**src/sra_pkg.sv**
```systemverilog
/*
  sra_pkg: constants, register map and carrier types of the status record assembler.
  assumes: used by sra_top and sra_packer, referenced only as sra_pkg::name.
*/
package sra_pkg;

  // record layout
  localparam logic [7:0] REC_AXES = 8'h01;
  localparam logic [7:0] REC_HDR_BYTES = 8'h04;
  localparam logic [7:0] REC_GEN_BYTES = 8'h12;
  localparam logic [7:0] REC_PLANE_BYTES = 8'h10;
  localparam logic [7:0] REC_AXIS_BYTES = 8'h24;
  localparam logic [15:0] REC_LEN = 16'h004a;
  localparam int REC_BITS = 592;
  localparam logic [6:0] REC_LAST_IDX = 7'h49;
  localparam logic [6:0] IDX_ONE = 7'h01;

  // header flag bits
  localparam int HDR_ALWAYS_BIT = 15;
  localparam int HDR_GEN_BIT = 10;
  localparam int HDR_PLANE_BIT = 8;
  localparam int HDR_AXIS_BIT = 0;

  // meaningful bits of the masked fields, the rest are forced to zero
  localparam logic [7:0] THREAD_MASK = 8'h3f;
  localparam logic [15:0] PLANE_STAT_MASK = 16'h8038;
  localparam logic [31:0] AMP_STAT_MASK = 32'h0101010f;
  localparam logic [7:0] AXIS_SW_MASK = 8'hcf;
  localparam logic [7:0] RESERVED_BYTE = 8'h00;

  // velocity scale and torque limits
  localparam int VEL_SHIFT = 6;
  localparam logic signed [31:0] TORQUE_POS_MAX = 32'sh00007fff;
  localparam logic signed [31:0] TORQUE_NEG_MAX = -32'sh00007fff;

  // register map, byte addresses
  localparam logic [7:0] ADDR_CTRL = 8'h00;
  localparam logic [7:0] ADDR_STATE = 8'h04;
  localparam logic [7:0] ADDR_INT_STAT = 8'h08;
  localparam logic [7:0] ADDR_INT_MASK = 8'h0c;
  localparam logic [7:0] ADDR_LAYOUT = 8'h10;
  localparam logic [7:0] ADDR_SAMPLE = 8'h14;

  // control bits
  localparam int CTRL_ONE_SHOT_BIT = 0;
  localparam int CTRL_OUTPUT_EN_BIT = 1;
  // state bits
  localparam int STATE_BUSY_BIT = 0;
  localparam int STATE_PEND_BIT = 1;
  // interrupt bits
  localparam int INT_W = 2;
  localparam int INT_DONE_BIT = 0;
  localparam int INT_SKIP_BIT = 1;

  localparam logic [1:0] HTRANS_NONSEQ = 2'h2;
  localparam logic HRESP_OKAY = 1'b0;
  localparam logic [31:0] WORD_ZERO = 32'h00000000;
  localparam logic [15:0] SAMPLE_ONE = 16'h0001;

  // one sample of controller status, raw from the controller core
  typedef struct packed {
    logic [15:0] gen_in;
    logic [15:0] gen_out;
    logic [7:0] err_code;
    logic [7:0] thread_run;
    logic [15:0] ain2;
    logic [15:0] aout1;
    logic [15:0] aout2;
    logic [31:0] amp_stat;
    logic [31:0] contour_seg;
    logic [15:0] contour_buf;
    logic [15:0] plane_seg;
    logic [15:0] plane_stat;
    logic [31:0] plane_dist;
    logic [15:0] plane_buf;
    logic [15:0] axis_stat;
    logic [7:0] axis_sw;
    logic [7:0] axis_stop;
    logic [31:0] ref_pos;
    logic [31:0] motor_pos;
    logic [31:0] pos_err;
    logic [31:0] aux_pos;
    logic [31:0] velocity;
    logic [31:0] torque;
    logic [15:0] ain1;
    logic [7:0] hall;
    logic [31:0] user_variable_field;
  } sra_sample_s;

  // outgoing record byte stream
  typedef struct packed {
    logic valid;
    logic last;
    logic [7:0] data;
  } sra_stream_s;

  typedef enum logic [1:0] {ST_IDLE, ST_LOAD, ST_SEND} sra_state_e;

endpackage : sra_pkg

```
**src/sra_packer.sv**
```systemverilog
/*
  sra_packer: lays one captured sample out as the binary record and picks one byte of it.
  assumes: the sample and sample number are held stable by the caller while bytes are read.
*/
`timescale 1ns/100ps
module sra_packer (
  // captured sample
  input wire sra_pkg::sra_sample_s smp,
  input wire logic [15:0] sample_num,
  // byte selection
  input wire logic [6:0] idx,
  output logic [7:0] byte_out
);

  logic [15:0] hdr_word;
  logic [7:0] thread_byte;
  logic [15:0] plane_stat;
  logic [31:0] amp_stat;
  logic [7:0] axis_sw;
  logic [31:0] vel_field;
  logic signed [31:0] torque_raw;
  logic [31:0] torque_field;
  logic [sra_pkg::REC_BITS-1:0] flat;
  logic [9:0] bit_pos;
  logic idx_in_range;

  // header flags, unused flag bits are zero
  assign hdr_word = (16'h0001 << sra_pkg::HDR_ALWAYS_BIT)
                  | (16'h0001 << sra_pkg::HDR_GEN_BIT)
                  | (16'h0001 << sra_pkg::HDR_PLANE_BIT)
                  | (16'h0001 << sra_pkg::HDR_AXIS_BIT);

  assign thread_byte = smp.thread_run & sra_pkg::THREAD_MASK;
  assign plane_stat = smp.plane_stat & sra_pkg::PLANE_STAT_MASK;
  assign amp_stat = smp.amp_stat & sra_pkg::AMP_STAT_MASK;
  assign axis_sw = smp.axis_sw & sra_pkg::AXIS_SW_MASK;

  // velocity field is 64 times the reported velocity
  assign vel_field = smp.velocity << sra_pkg::VEL_SHIFT;

  // torque limited to plus or minus full scale
  assign torque_raw = smp.torque;
  assign torque_field = (torque_raw > sra_pkg::TORQUE_POS_MAX) ? sra_pkg::TORQUE_POS_MAX :
                        (torque_raw < sra_pkg::TORQUE_NEG_MAX) ? sra_pkg::TORQUE_NEG_MAX :
                        torque_raw;

  // byte 0 in the low bits, every field little endian
  assign flat = {smp.user_variable_field,
                 sra_pkg::RESERVED_BYTE,
                 smp.hall,
                 smp.ain1,
                 torque_field,
                 vel_field,
                 smp.aux_pos,
                 smp.pos_err,
                 smp.motor_pos,
                 smp.ref_pos,
                 smp.axis_stop,
                 axis_sw,
                 smp.axis_stat,
                 smp.plane_buf,
                 smp.plane_dist,
                 plane_stat,
                 smp.plane_seg,
                 smp.contour_buf,
                 smp.contour_seg,
                 amp_stat,
                 smp.aout2,
                 smp.aout1,
                 smp.ain2,
                 thread_byte,
                 smp.err_code,
                 smp.gen_out,
                 smp.gen_in,
                 sample_num,
                 sra_pkg::REC_LEN,
                 hdr_word};

  // indices past the last byte read as zero instead of unknown
  assign bit_pos = {idx, 3'h0};
  assign idx_in_range = (idx <= sra_pkg::REC_LAST_IDX);
  assign byte_out = idx_in_range ? flat[bit_pos +: 8] : sra_pkg::RESERVED_BYTE;

endmodule : sra_packer

```
**src/sra_top.sv**
```systemverilog
/*
  sra_top: status record assembler with its AHB-Lite register slave and record byte stream.
  assumes: one 250 MHz clock hclk, async active-low hresetn, a single AHB-Lite master,
  and a status source that pulses sample_strobe with a full sample.
*/
// Register access over AHB-Lite and the register offsets were chosen for this implementation.
`timescale 1ns/100ps
module sra_top (
  // clock and reset
  input wire logic hclk,
  input wire logic hresetn,
  // ahb-lite slave
  input wire logic hsel,
  input wire logic [7:0] haddr,
  input wire logic [1:0] htrans,
  input wire logic hwrite,
  input wire logic [2:0] hsize,
  input wire logic [31:0] hwdata,
  input wire logic hready,
  output logic hreadyout,
  output logic hresp,
  output logic [31:0] hrdata,
  // status source
  input wire logic sample_strobe,
  input wire sra_pkg::sra_sample_s sample,
  // record byte stream
  output logic rec_valid,
  output logic rec_last,
  output logic [7:0] rec_data,
  input wire logic rec_ready,
  // interrupt
  output logic irq
);

  sra_pkg::sra_state_e state_ff;
  sra_pkg::sra_state_e nxt_state;
  sra_pkg::sra_sample_s smp_ff;
  logic [15:0] sample_cnt_ff;
  logic [15:0] rec_sample_ff;
  logic [6:0] idx_ff;
  logic [6:0] nxt_idx;
  logic [7:0] data_ff;
  logic [7:0] nxt_data;
  logic pend_ff;
  logic out_en_ff;
  logic [sra_pkg::INT_W-1:0] int_stat_ff;
  logic [sra_pkg::INT_W-1:0] int_mask_ff;
  logic wr_ph_ff;
  logic [7:0] wr_addr_ff;
  logic [31:0] rdata_ff;
  logic [31:0] nxt_rdata;

  // bus decode
  logic addr_ok;
  logic wr_ctrl;
  logic wr_int_stat;
  logic wr_int_mask;
  logic one_shot_req;
  logic [sra_pkg::INT_W-1:0] int_clr;
  logic [31:0] ctrl_word;
  logic [31:0] state_word;
  logic [31:0] layout_word;

  // record engine
  logic want;
  logic idle;
  logic capture;
  logic skip;
  logic take;
  logic at_last;
  logic done;
  logic [sra_pkg::INT_W-1:0] int_ev;
  logic [6:0] pack_idx;
  logic [7:0] pack_byte;

  assign addr_ok = hsel & hready & (htrans == sra_pkg::HTRANS_NONSEQ);
  assign wr_ctrl = wr_ph_ff & (wr_addr_ff == sra_pkg::ADDR_CTRL);
  assign wr_int_stat = wr_ph_ff & (wr_addr_ff == sra_pkg::ADDR_INT_STAT);
  assign wr_int_mask = wr_ph_ff & (wr_addr_ff == sra_pkg::ADDR_INT_MASK);
  assign one_shot_req = wr_ctrl & hwdata[sra_pkg::CTRL_ONE_SHOT_BIT];
  assign int_clr = wr_int_stat ? hwdata[sra_pkg::INT_W-1:0] : '0;

  assign ctrl_word = {30'h0, out_en_ff, 1'b0};
  assign state_word = {30'h0, pend_ff, ~idle};
  assign layout_word = {sra_pkg::REC_AXIS_BYTES, sra_pkg::REC_PLANE_BYTES,
                        sra_pkg::REC_GEN_BYTES, sra_pkg::REC_AXES};

  // read data chosen in the address phase, unmapped reads give zero
  always_comb begin
    case (haddr)
      sra_pkg::ADDR_CTRL: nxt_rdata = ctrl_word;
      sra_pkg::ADDR_STATE: nxt_rdata = state_word;
      sra_pkg::ADDR_INT_STAT: nxt_rdata = {30'h0, int_stat_ff};
      sra_pkg::ADDR_INT_MASK: nxt_rdata = {30'h0, int_mask_ff};
      sra_pkg::ADDR_LAYOUT: nxt_rdata = layout_word;
      sra_pkg::ADDR_SAMPLE: nxt_rdata = {16'h0, sample_cnt_ff};
      default: nxt_rdata = sra_pkg::WORD_ZERO;
    endcase
  end

  assign hreadyout = 1'b1;
  assign hresp = sra_pkg::HRESP_OKAY;
  assign hrdata = rdata_ff;

  always_ff @(posedge hclk or negedge hresetn) begin
    if (!hresetn) begin
      wr_ph_ff <= 1'b0;
      wr_addr_ff <= 8'h00;
      rdata_ff <= sra_pkg::WORD_ZERO;
    end else if (hready) begin
      wr_ph_ff <= addr_ok & hwrite;
      wr_addr_ff <= haddr;
      rdata_ff <= (addr_ok & ~hwrite) ? nxt_rdata : sra_pkg::WORD_ZERO;
    end
  end

  // request logic: a one-shot query waits for the next sample, output mode takes every one that arrives while idle, one that arrives while busy is skipped
  assign idle = (state_ff == sra_pkg::ST_IDLE);
  assign want = pend_ff | out_en_ff;
  assign capture = sample_strobe & want & idle;
  assign skip = sample_strobe & want & ~idle;

  always_ff @(posedge hclk or negedge hresetn) begin
    if (!hresetn) begin
      pend_ff <= 1'b0;
      out_en_ff <= 1'b0;
    end else begin
      pend_ff <= one_shot_req | (pend_ff & ~capture);
      if (wr_ctrl) begin
        out_en_ff <= hwdata[sra_pkg::CTRL_OUTPUT_EN_BIT];
      end
    end
  end

  // sample counter and capture of the whole sample at once
  always_ff @(posedge hclk or negedge hresetn) begin
    if (!hresetn) begin
      sample_cnt_ff <= 16'h0000;
      rec_sample_ff <= 16'h0000;
      smp_ff <= '0;
    end else begin
      if (sample_strobe) begin
        sample_cnt_ff <= sample_cnt_ff + sra_pkg::SAMPLE_ONE;
      end
      if (capture) begin
        smp_ff <= sample;
        rec_sample_ff <= sample_cnt_ff;
      end
    end
  end

  // byte sequencer
  assign take = (state_ff == sra_pkg::ST_SEND) & rec_ready;
  assign at_last = (idx_ff == sra_pkg::REC_LAST_IDX);
  assign done = take & at_last;
  assign pack_idx = (state_ff == sra_pkg::ST_LOAD) ? idx_ff : idx_ff + sra_pkg::IDX_ONE;

  sra_packer u_packer (
    .smp(smp_ff),
    .sample_num(rec_sample_ff),
    .idx(pack_idx),
    .byte_out(pack_byte)
  );

  always_comb begin
    nxt_state = state_ff;
    nxt_idx = idx_ff;
    nxt_data = data_ff;
    case (state_ff)
      sra_pkg::ST_IDLE: begin
        if (capture) begin
          nxt_state = sra_pkg::ST_LOAD;
          nxt_idx = 7'h00;
        end
      end
      sra_pkg::ST_LOAD: begin
        nxt_state = sra_pkg::ST_SEND;
        nxt_data = pack_byte;
      end
      sra_pkg::ST_SEND: begin
        if (done) begin
          nxt_state = sra_pkg::ST_IDLE;
        end else if (take) begin
          nxt_idx = pack_idx;
          nxt_data = pack_byte;
        end
      end
      default: begin
        nxt_state = sra_pkg::ST_IDLE;
      end
    endcase
  end

  always_ff @(posedge hclk or negedge hresetn) begin
    if (!hresetn) begin
      state_ff <= sra_pkg::ST_IDLE;
      idx_ff <= 7'h00;
      data_ff <= 8'h00;
    end else begin
      state_ff <= nxt_state;
      idx_ff <= nxt_idx;
      data_ff <= nxt_data;
    end
  end

  assign rec_valid = (state_ff == sra_pkg::ST_SEND);
  assign rec_last = rec_valid & at_last;
  assign rec_data = data_ff;

  // sticky interrupt status, a new event wins over a clear in the same cycle
  assign int_ev = {skip, done};

  always_ff @(posedge hclk or negedge hresetn) begin
    if (!hresetn) begin
      int_stat_ff <= '0;
      int_mask_ff <= '0;
    end else begin
      int_stat_ff <= (int_stat_ff & ~int_clr) | int_ev;
      if (wr_int_mask) begin
        int_mask_ff <= hwdata[sra_pkg::INT_W-1:0];
      end
    end
  end

  assign irq = |(int_stat_ff & int_mask_ff);

endmodule : sra_top

```
**config.mk**
```make
export PLATFORM = sky130hd
export DESIGN_NAME = sra_top
export DESIGN_NICKNAME = d
export VERILOG_FILES = /design/src/sra_pkg.sv /design/src/sra_packer.sv /design/src/sra_top.sv
export SDC_FILE = /design/constraint.sdc
export NUM_CORES = 2
export LEC_CHECK = 0
export BUFFER_PORTS_ARGS = -buffer_cell sky130_fd_sc_hd__buf_2
export CELL_PAD_IN_SITES_DETAIL_PLACEMENT = 1
export CELL_PAD_IN_SITES_GLOBAL_PLACEMENT = 1
export CORE_MARGIN = 4
export CORE_UTILIZATION = 35
export DETAILED_ROUTE_END_ITERATION = 16
export GPL_TIMING_DRIVEN = 0
export HOLD_SLACK_MARGIN = 0.12
export PLACE_DENSITY_LB_ADDON = 0.1
export RECOVER_POWER = 25
export SLEW_MARGIN = 20
export SYNTH_ARGS = -nofsm -noshare
export SYNTH_HDL_FRONTEND = slang
export SYNTH_SLANG_ARGS = --single-unit
```
**constraint.sdc**
```tcl
create_clock -name hclk -period 9.8 [get_ports hclk]
set_input_delay 1.96 -clock hclk [delete_from_list [all_inputs] [get_ports hclk]]
set_output_delay 1.96 -clock hclk [all_outputs]
set_load 0.02 [all_outputs]
```
==> flow_summary.html <==
<table>
<tr><th>Metric</th><th>Value</th></tr>
<tr><th colspan="2">Clock tree</th></tr>
<tr><td>Count of hold buffers inserted by post-cts repair</td><td>0</td></tr>
<tr><td>Clock transition at the registers of the reported paths</td><td>0.07 ns</td></tr>
<tr><td>Clock latency on the worst-skew pair</td><td>0.62 ns</td></tr>
<tr><td>CTS Sinks</td><td>570</td></tr>
<tr><td>Clk root buf</td><td>sky130_fd_sc_hd__clkbuf_16</td></tr>
<tr><td>Inserted Clock Buffers</td><td>67</td></tr>
<tr><td>Post-CTS setup buffer count</td><td>0</td></tr>
<tr><td>Post-cts gate resize count</td><td>0</td></tr>
<tr><td>Bufs on Longest Clock Path</td><td>3</td></tr>
<tr><td>Deepest level of the CTS H-tree</td><td>3</td></tr>
<tr><td>CTS tree</td><td>built</td></tr>
<tr><th colspan="2">Synth</th></tr>
<tr><td>Share of flip-flops with an asynchronous set or reset after synthesis</td><td>100%</td></tr>
<tr><td>Sequential element share of the synthesized area</td><td>52.3%</td></tr>
<tr><td>Syn Std Cell Area</td><td>0.0273 sq mm</td></tr>
<tr><td>Yosys synthesis warning count</td><td>0</td></tr>
<tr><td>Register bit count reported by yosys</td><td>570</td></tr>
<tr><td>Post-Syn Instances</td><td>3228</td></tr>
<tr><td>Most instantiated flip-flop cell in the synthesis netlist</td><td>sky130_fd_sc_hd__dfrtp_1</td></tr>
<tr><td>Number of enable-type register cells in the synthesized netlist</td><td>0</td></tr>
<tr><td>Mean post-synth cell area</td><td>8.45 sq um</td></tr>
<tr><td>Count of unique library cells instantiated by Yosys</td><td>85</td></tr>
<tr><th colspan="2">Routing</th></tr>
<tr><td>Via count of the routed design</td><td>26.7k</td></tr>
<tr><td>Max Used Layer</td><td>met5</td></tr>
<tr><td>Final routed wire length divided by cell count</td><td>27.5 um</td></tr>
<tr><td>Number of violations reported at the end of detailed-routing iteration 0</td><td>2473</td></tr>
<tr><td>DRC violations left</td><td>0</td></tr>
<tr><td>Detailed route wirelength on metal2</td><td>62900 um</td></tr>
<tr><td>Wire length on met1</td><td>56500 um</td></tr>
<tr><td>Count of TritonRoute iterations in the first routing pass</td><td>6</td></tr>
<tr><td>Met3 wire len</td><td>11100 um</td></tr>
<tr><td>Final ANT Viol Nets</td><td>0</td></tr>
<tr><td>Avg Vias per Cell</td><td>5.40</td></tr>
<tr><td>Routed wire length</td><td>136000 um</td></tr>
<tr><th colspan="2">Floorplanning</th></tr>
<tr><td>Number of placed I/O pins</td><td>633</td></tr>
<tr><td>Floorplan die height</td><td>287 um</td></tr>
<tr><td>Die width</td><td>287 um</td></tr>
<tr><td>Die ar.</td><td>0.0825 sq mm</td></tr>
<tr><td>Effective utilization at floorplan</td><td>35.3%</td></tr>
<tr><td>CORE AREA</td><td>0.0773 sq mm</td></tr>
<tr><td>Placement Rows</td><td>102</td></tr>
<tr><th colspan="2">Worst setup path</th></tr>
<tr><td>Buffers plus inverters on the worst setup path</td><td>7</td></tr>
<tr><td>Data required time of the critical path</td><td>10.34 ns</td></tr>
<tr><td>Delay of the slowest cell on the worst path</td><td>0.83 ns</td></tr>
<tr><td>Worst-path cell with the longest stage delay</td><td>sky130_fd_sc_hd__a31oi_2</td></tr>
<tr><td>Largest fanout on the critical path</td><td>10</td></tr>
<tr><td>Category of the most critical setup path</td><td>reg2reg</td></tr>
<tr><td>Cell repeated most along the worst path</td><td>sky130_fd_sc_hd__buf_2</td></tr>
<tr><td>CP delay by family, top</td><td>buffers and inverters</td></tr>
<tr><td>Critical Path, Cell by Cell</td><td>buf_2 &gt; buf_2 &gt; buf_1 &gt; inv_1 &gt; ha_1 &gt; buf_2 &gt; clkinv_1 &gt; a31oi_2 &gt; buf_2 &gt; o22ai_1 &gt; a311oi_1 &gt; o311ai_0 &gt; a21oi_1 &gt; o21ai_1 &gt; nand4b_1</td></tr>
<tr><td>Type of destination of the critical path</td><td>flip-flop</td></tr>
<tr><td>Data arrival time of the worst path</td><td>6.54 ns</td></tr>
<tr><td>Critical path startpoint category</td><td>flip-flop</td></tr>
<tr><th colspan="2">Timing</th></tr>
<tr><td>Post-route fraction of the period consumed by the critical path</td><td>61.3%</td></tr>
<tr><td>Final Hold Slack</td><td>0.470 ns</td></tr>
<tr><td>Setup repair after global routing missed its margin</td><td>no</td></tr>
<tr><td>Final-report max-slew violation count</td><td>43</td></tr>
<tr><td>Count of final setup violators</td><td>0</td></tr>
<tr><td>Worst relative slew slack</td><td>-75.6%</td></tr>
<tr><td>Count of final hold-check violations</td><td>0</td></tr>
<tr><td>Post-route clock skew</td><td>0.0230 ns</td></tr>
<tr><td>Fmax achieved</td><td>167 MHz</td></tr>
<tr><td>Tightest Pin Transition</td><td>2.63 ns</td></tr>
<tr><td>Time the worst path needs with I/O delays and setup</td><td>6.00 ns</td></tr>
<tr><th colspan="2">Hold path</th></tr>
<tr><td>Hold/Removal Path Class</td><td>reg2reg</td></tr>
<tr><th colspan="2">Placed design</th></tr>
<tr><td>Port Buffer Count</td><td>534</td></tr>
<tr><td># placed instances</td><td>4821</td></tr>
<tr><td>Routability congestion estimate</td><td>0.961</td></tr>
<tr><td>Hpwl dp</td><td>103000 um</td></tr>
<tr><th colspan="2">Power and ir drop</th></tr>
<tr><td>Relative contribution of the clock network to total power</td><td>36.6%</td></tr>
<tr><td>Switch Pwr</td><td>2620 uW</td></tr>
<tr><td>Static Leakage</td><td>0.0178 uW</td></tr>
<tr><td>Power density relative to cell area</td><td>209 mW/mm^2</td></tr>
<tr><td>Internal portion of total power</td><td>4440 uW</td></tr>
<tr><td>Fraction of power consumed by combinational cells</td><td>28.9%</td></tr>
<tr><td>Peak ir drop on the vdd network</td><td>0.125 mV</td></tr>
<tr><td>Post-layout power</td><td>7060 uW</td></tr>
<tr><td>Switch share</td><td>37.1%</td></tr>
<tr><td>Share of power burned in registers</td><td>34.5%</td></tr>
<tr><th colspan="2">Cells and area</th></tr>
<tr><td>Final nets</td><td>4442</td></tr>
<tr><td>Number of fillers in the final layout</td><td>9461</td></tr>
<tr><td>Area added between synthesis and finish</td><td>23.7%</td></tr>
<tr><td>Post-layout util</td><td>43.6%</td></tr>
<tr><td>Top library cells by usage in the layout, fill and taps aside</td><td>sky130_fd_sc_hd__nand2_1 (1713), sky130_fd_sc_hd__buf_2 (573), sky130_fd_sc_hd__dfrtp_1 (570)</td></tr>
<tr><td>Most common cell after layout, fill and taps aside</td><td>sky130_fd_sc_hd__nand2_1</td></tr>
<tr><td>Proportion of layout cells with a drive suffix above 1</td><td>20.7%</td></tr>
<tr><td>Fin cells</td><td>4945</td></tr>
<tr><th colspan="2">Run</th></tr>
<tr><td>Max Cap Viol</td><td>1</td></tr>
<tr><th colspan="2">Global route</th></tr>
<tr><td>Largest net degree at the start of global routing</td><td>94</td></tr>
<tr><td>First-pass GRT wire length</td><td>192000 um</td></tr>
<tr><td>Vias in the first global route</td><td>27.7k</td></tr>
<tr><td>Overflow left after global routing</td><td>0</td></tr>
<tr><td>Number of antenna violations at the first check in global routing</td><td>11</td></tr>
<tr><td>Gr usage total</td><td>32.2%</td></tr>
<tr><th colspan="2">Outcome</th></tr>
<tr><td>Violations in the final reports</td><td>capacitance limit, slew limit</td></tr>
<tr><td>Result of the run</td><td>finished with violations</td></tr>
</table>
==> tightest hold or removal path: cells and delay by family (launching register included) <==
kind,cells,cell delay [ns]
flip-flops,1,0.34
AND/OR/NAND/NOR,2,0.10
==> final timing paths <==
check,startpoint,endpoint,slack (ns),depth (start not counted)
min in group asynchronous,hresetn,wr_addr_ff[5],2.16,1
min reg2reg,smp_ff[198],smp_ff[198],0.47,2
max,idx_ff[1],rec_data[3],3.80,15
min,smp_ff[198],smp_ff[198],0.47,2
max in group asynchronous,hresetn,smp_ff[267],5.25,4
max reg2reg,idx_ff[1],rec_data[3],3.80,15
==> power by group through the flow <==
stage	sequential, uW	clock [uW]	combinational [uW]
floorplan	2470	0	872
global placement	2470	0	1930
detailed placement	2470	0	1950
CTS	2430	2610	1960
global route	2440	2710	2040
finish	2430	2590	2040
==> sequential cells by signal, summed over array words and instances, names as in the netlist, 2 cells and up <==
register / cells
int_stat_ff: 2
state_ff: 2
smp_ff: 489
wr_addr_ff: 8
idx_ff: 7
hrdata: 17
sample_cnt_ff: 16
rec_data: 8
int_mask_ff: 2
rec_sample_ff: 16
==> stage by stage <==
step           setup WS, ns  cell area (sq um)  setup TNS, ns
2_1_floorplan          6.07              27300              0
3_3_place_gp          -5.90              31300       -3311.89
3_5_place_dp           4.13              31500              0
4_1_cts                4.09              33800              0
5_1_grt                3.85              33800              0
6_report               3.80              33800              0
==> cells by family (layout without fill, tap and decap cells) <==
group | Yosys count | after routing | share of synthesized area (%)
buffers and inverters | 254 | 915 | 4.31
muxes | 126 | 126 | 5.93
other | 2 | 18 | 0.0275
AOI/OAI and AO/OA | 352 | 352 | 9.06
DFF | 570 | 570 | 52.3
adders and majority gates | 4 | 4 | 0.183
and+or+nand+nor | 1893 | 1893 | 27.1
xor gates and xnor gates | 27 | 27 | 1.10
==> synth_stat cells, types with 4 or more instances <==
master,n,area (sq um)
sky130_fd_sc_hd__nand2_1,1713,6430
sky130_fd_sc_hd__dfrtp_1,570,14300
sky130_fd_sc_hd__clkbuf_1,139,522
sky130_fd_sc_hd__mux2i_1,71,711
sky130_fd_sc_hd__o21ai_0,58,290
sky130_fd_sc_hd__a21oi_1,49,245
sky130_fd_sc_hd__nor2_1,48,180
sky130_fd_sc_hd__o22ai_1,44,275
sky130_fd_sc_hd__buf_2,43,215
sky130_fd_sc_hd__nand3_1,38,190
sky130_fd_sc_hd__buf_4,32,240
sky130_fd_sc_hd__a31oi_1,30,188
sky130_fd_sc_hd__mux2_2,29,327
sky130_fd_sc_hd__inv_1,27,101
sky130_fd_sc_hd__mux4_2,24,541
sky130_fd_sc_hd__a311oi_1,20,175
sky130_fd_sc_hd__nor3_1,20,100
sky130_fd_sc_hd__nor4_1,20,125
sky130_fd_sc_hd__xnor2_1,17,149
sky130_fd_sc_hd__nand4_1,16,100
sky130_fd_sc_hd__a211oi_1,15,113
sky130_fd_sc_hd__a221oi_1,14,123
sky130_fd_sc_hd__o221ai_1,14,123
sky130_fd_sc_hd__a22oi_1,12,90.1
sky130_fd_sc_hd__and3_1,11,68.8
sky130_fd_sc_hd__o31ai_1,9,67.6
sky130_fd_sc_hd__o211ai_1,7,52.6
sky130_fd_sc_hd__o22a_1,7,61.3
sky130_fd_sc_hd__a2111oi_0,6,52.6
sky130_fd_sc_hd__xor2_1,6,52.6
sky130_fd_sc_hd__a222oi_1,5,50.1
sky130_fd_sc_hd__a22o_1,5,43.8
sky130_fd_sc_hd__a31o_2,5,43.8
sky130_fd_sc_hd__buf_6,5,56.3
sky130_fd_sc_hd__nor2b_1,5,31.3
sky130_fd_sc_hd__o21ai_1,5,25.0
sky130_fd_sc_hd__a311o_1,4,40.0
sky130_fd_sc_hd__buf_1,4,15.0
sky130_fd_sc_hd__ha_1,4,50.1
sky130_fd_sc_hd__o21bai_1,4,30.0
==> cell type report <==
| class | instances | area [sq um] | area share, % |
|---|---|---|---|
| flip-flops and latches | 570 | 14300 | 42.3 |
| multi-input cells | 2417 | 11900 | 35.4 |
| repair buffers | 540 | 2830 | 8.39 |
| clock buffers | 102 | 2000 | 5.93 |
| well taps | 1040 | 1300 | 3.85 |
| plain buffers | 224 | 1070 | 3.17 |
| clock inverters | 19 | 234 | 0.693 |
| inverters | 30 | 113 | 0.334 |
| diodes | 3 | 7.51 | 0.0222 |
==> routing by layer <==
layer / global-route usage (%) / vias up
met5: 0 / -
met4: 11.2 / 4
met3: 6.48 / 269
met2: 52.1 / 1198
met1: 43.2 / 13400
li1: - / 11800
No activity file was read; power rests on OpenSTA's default activity.
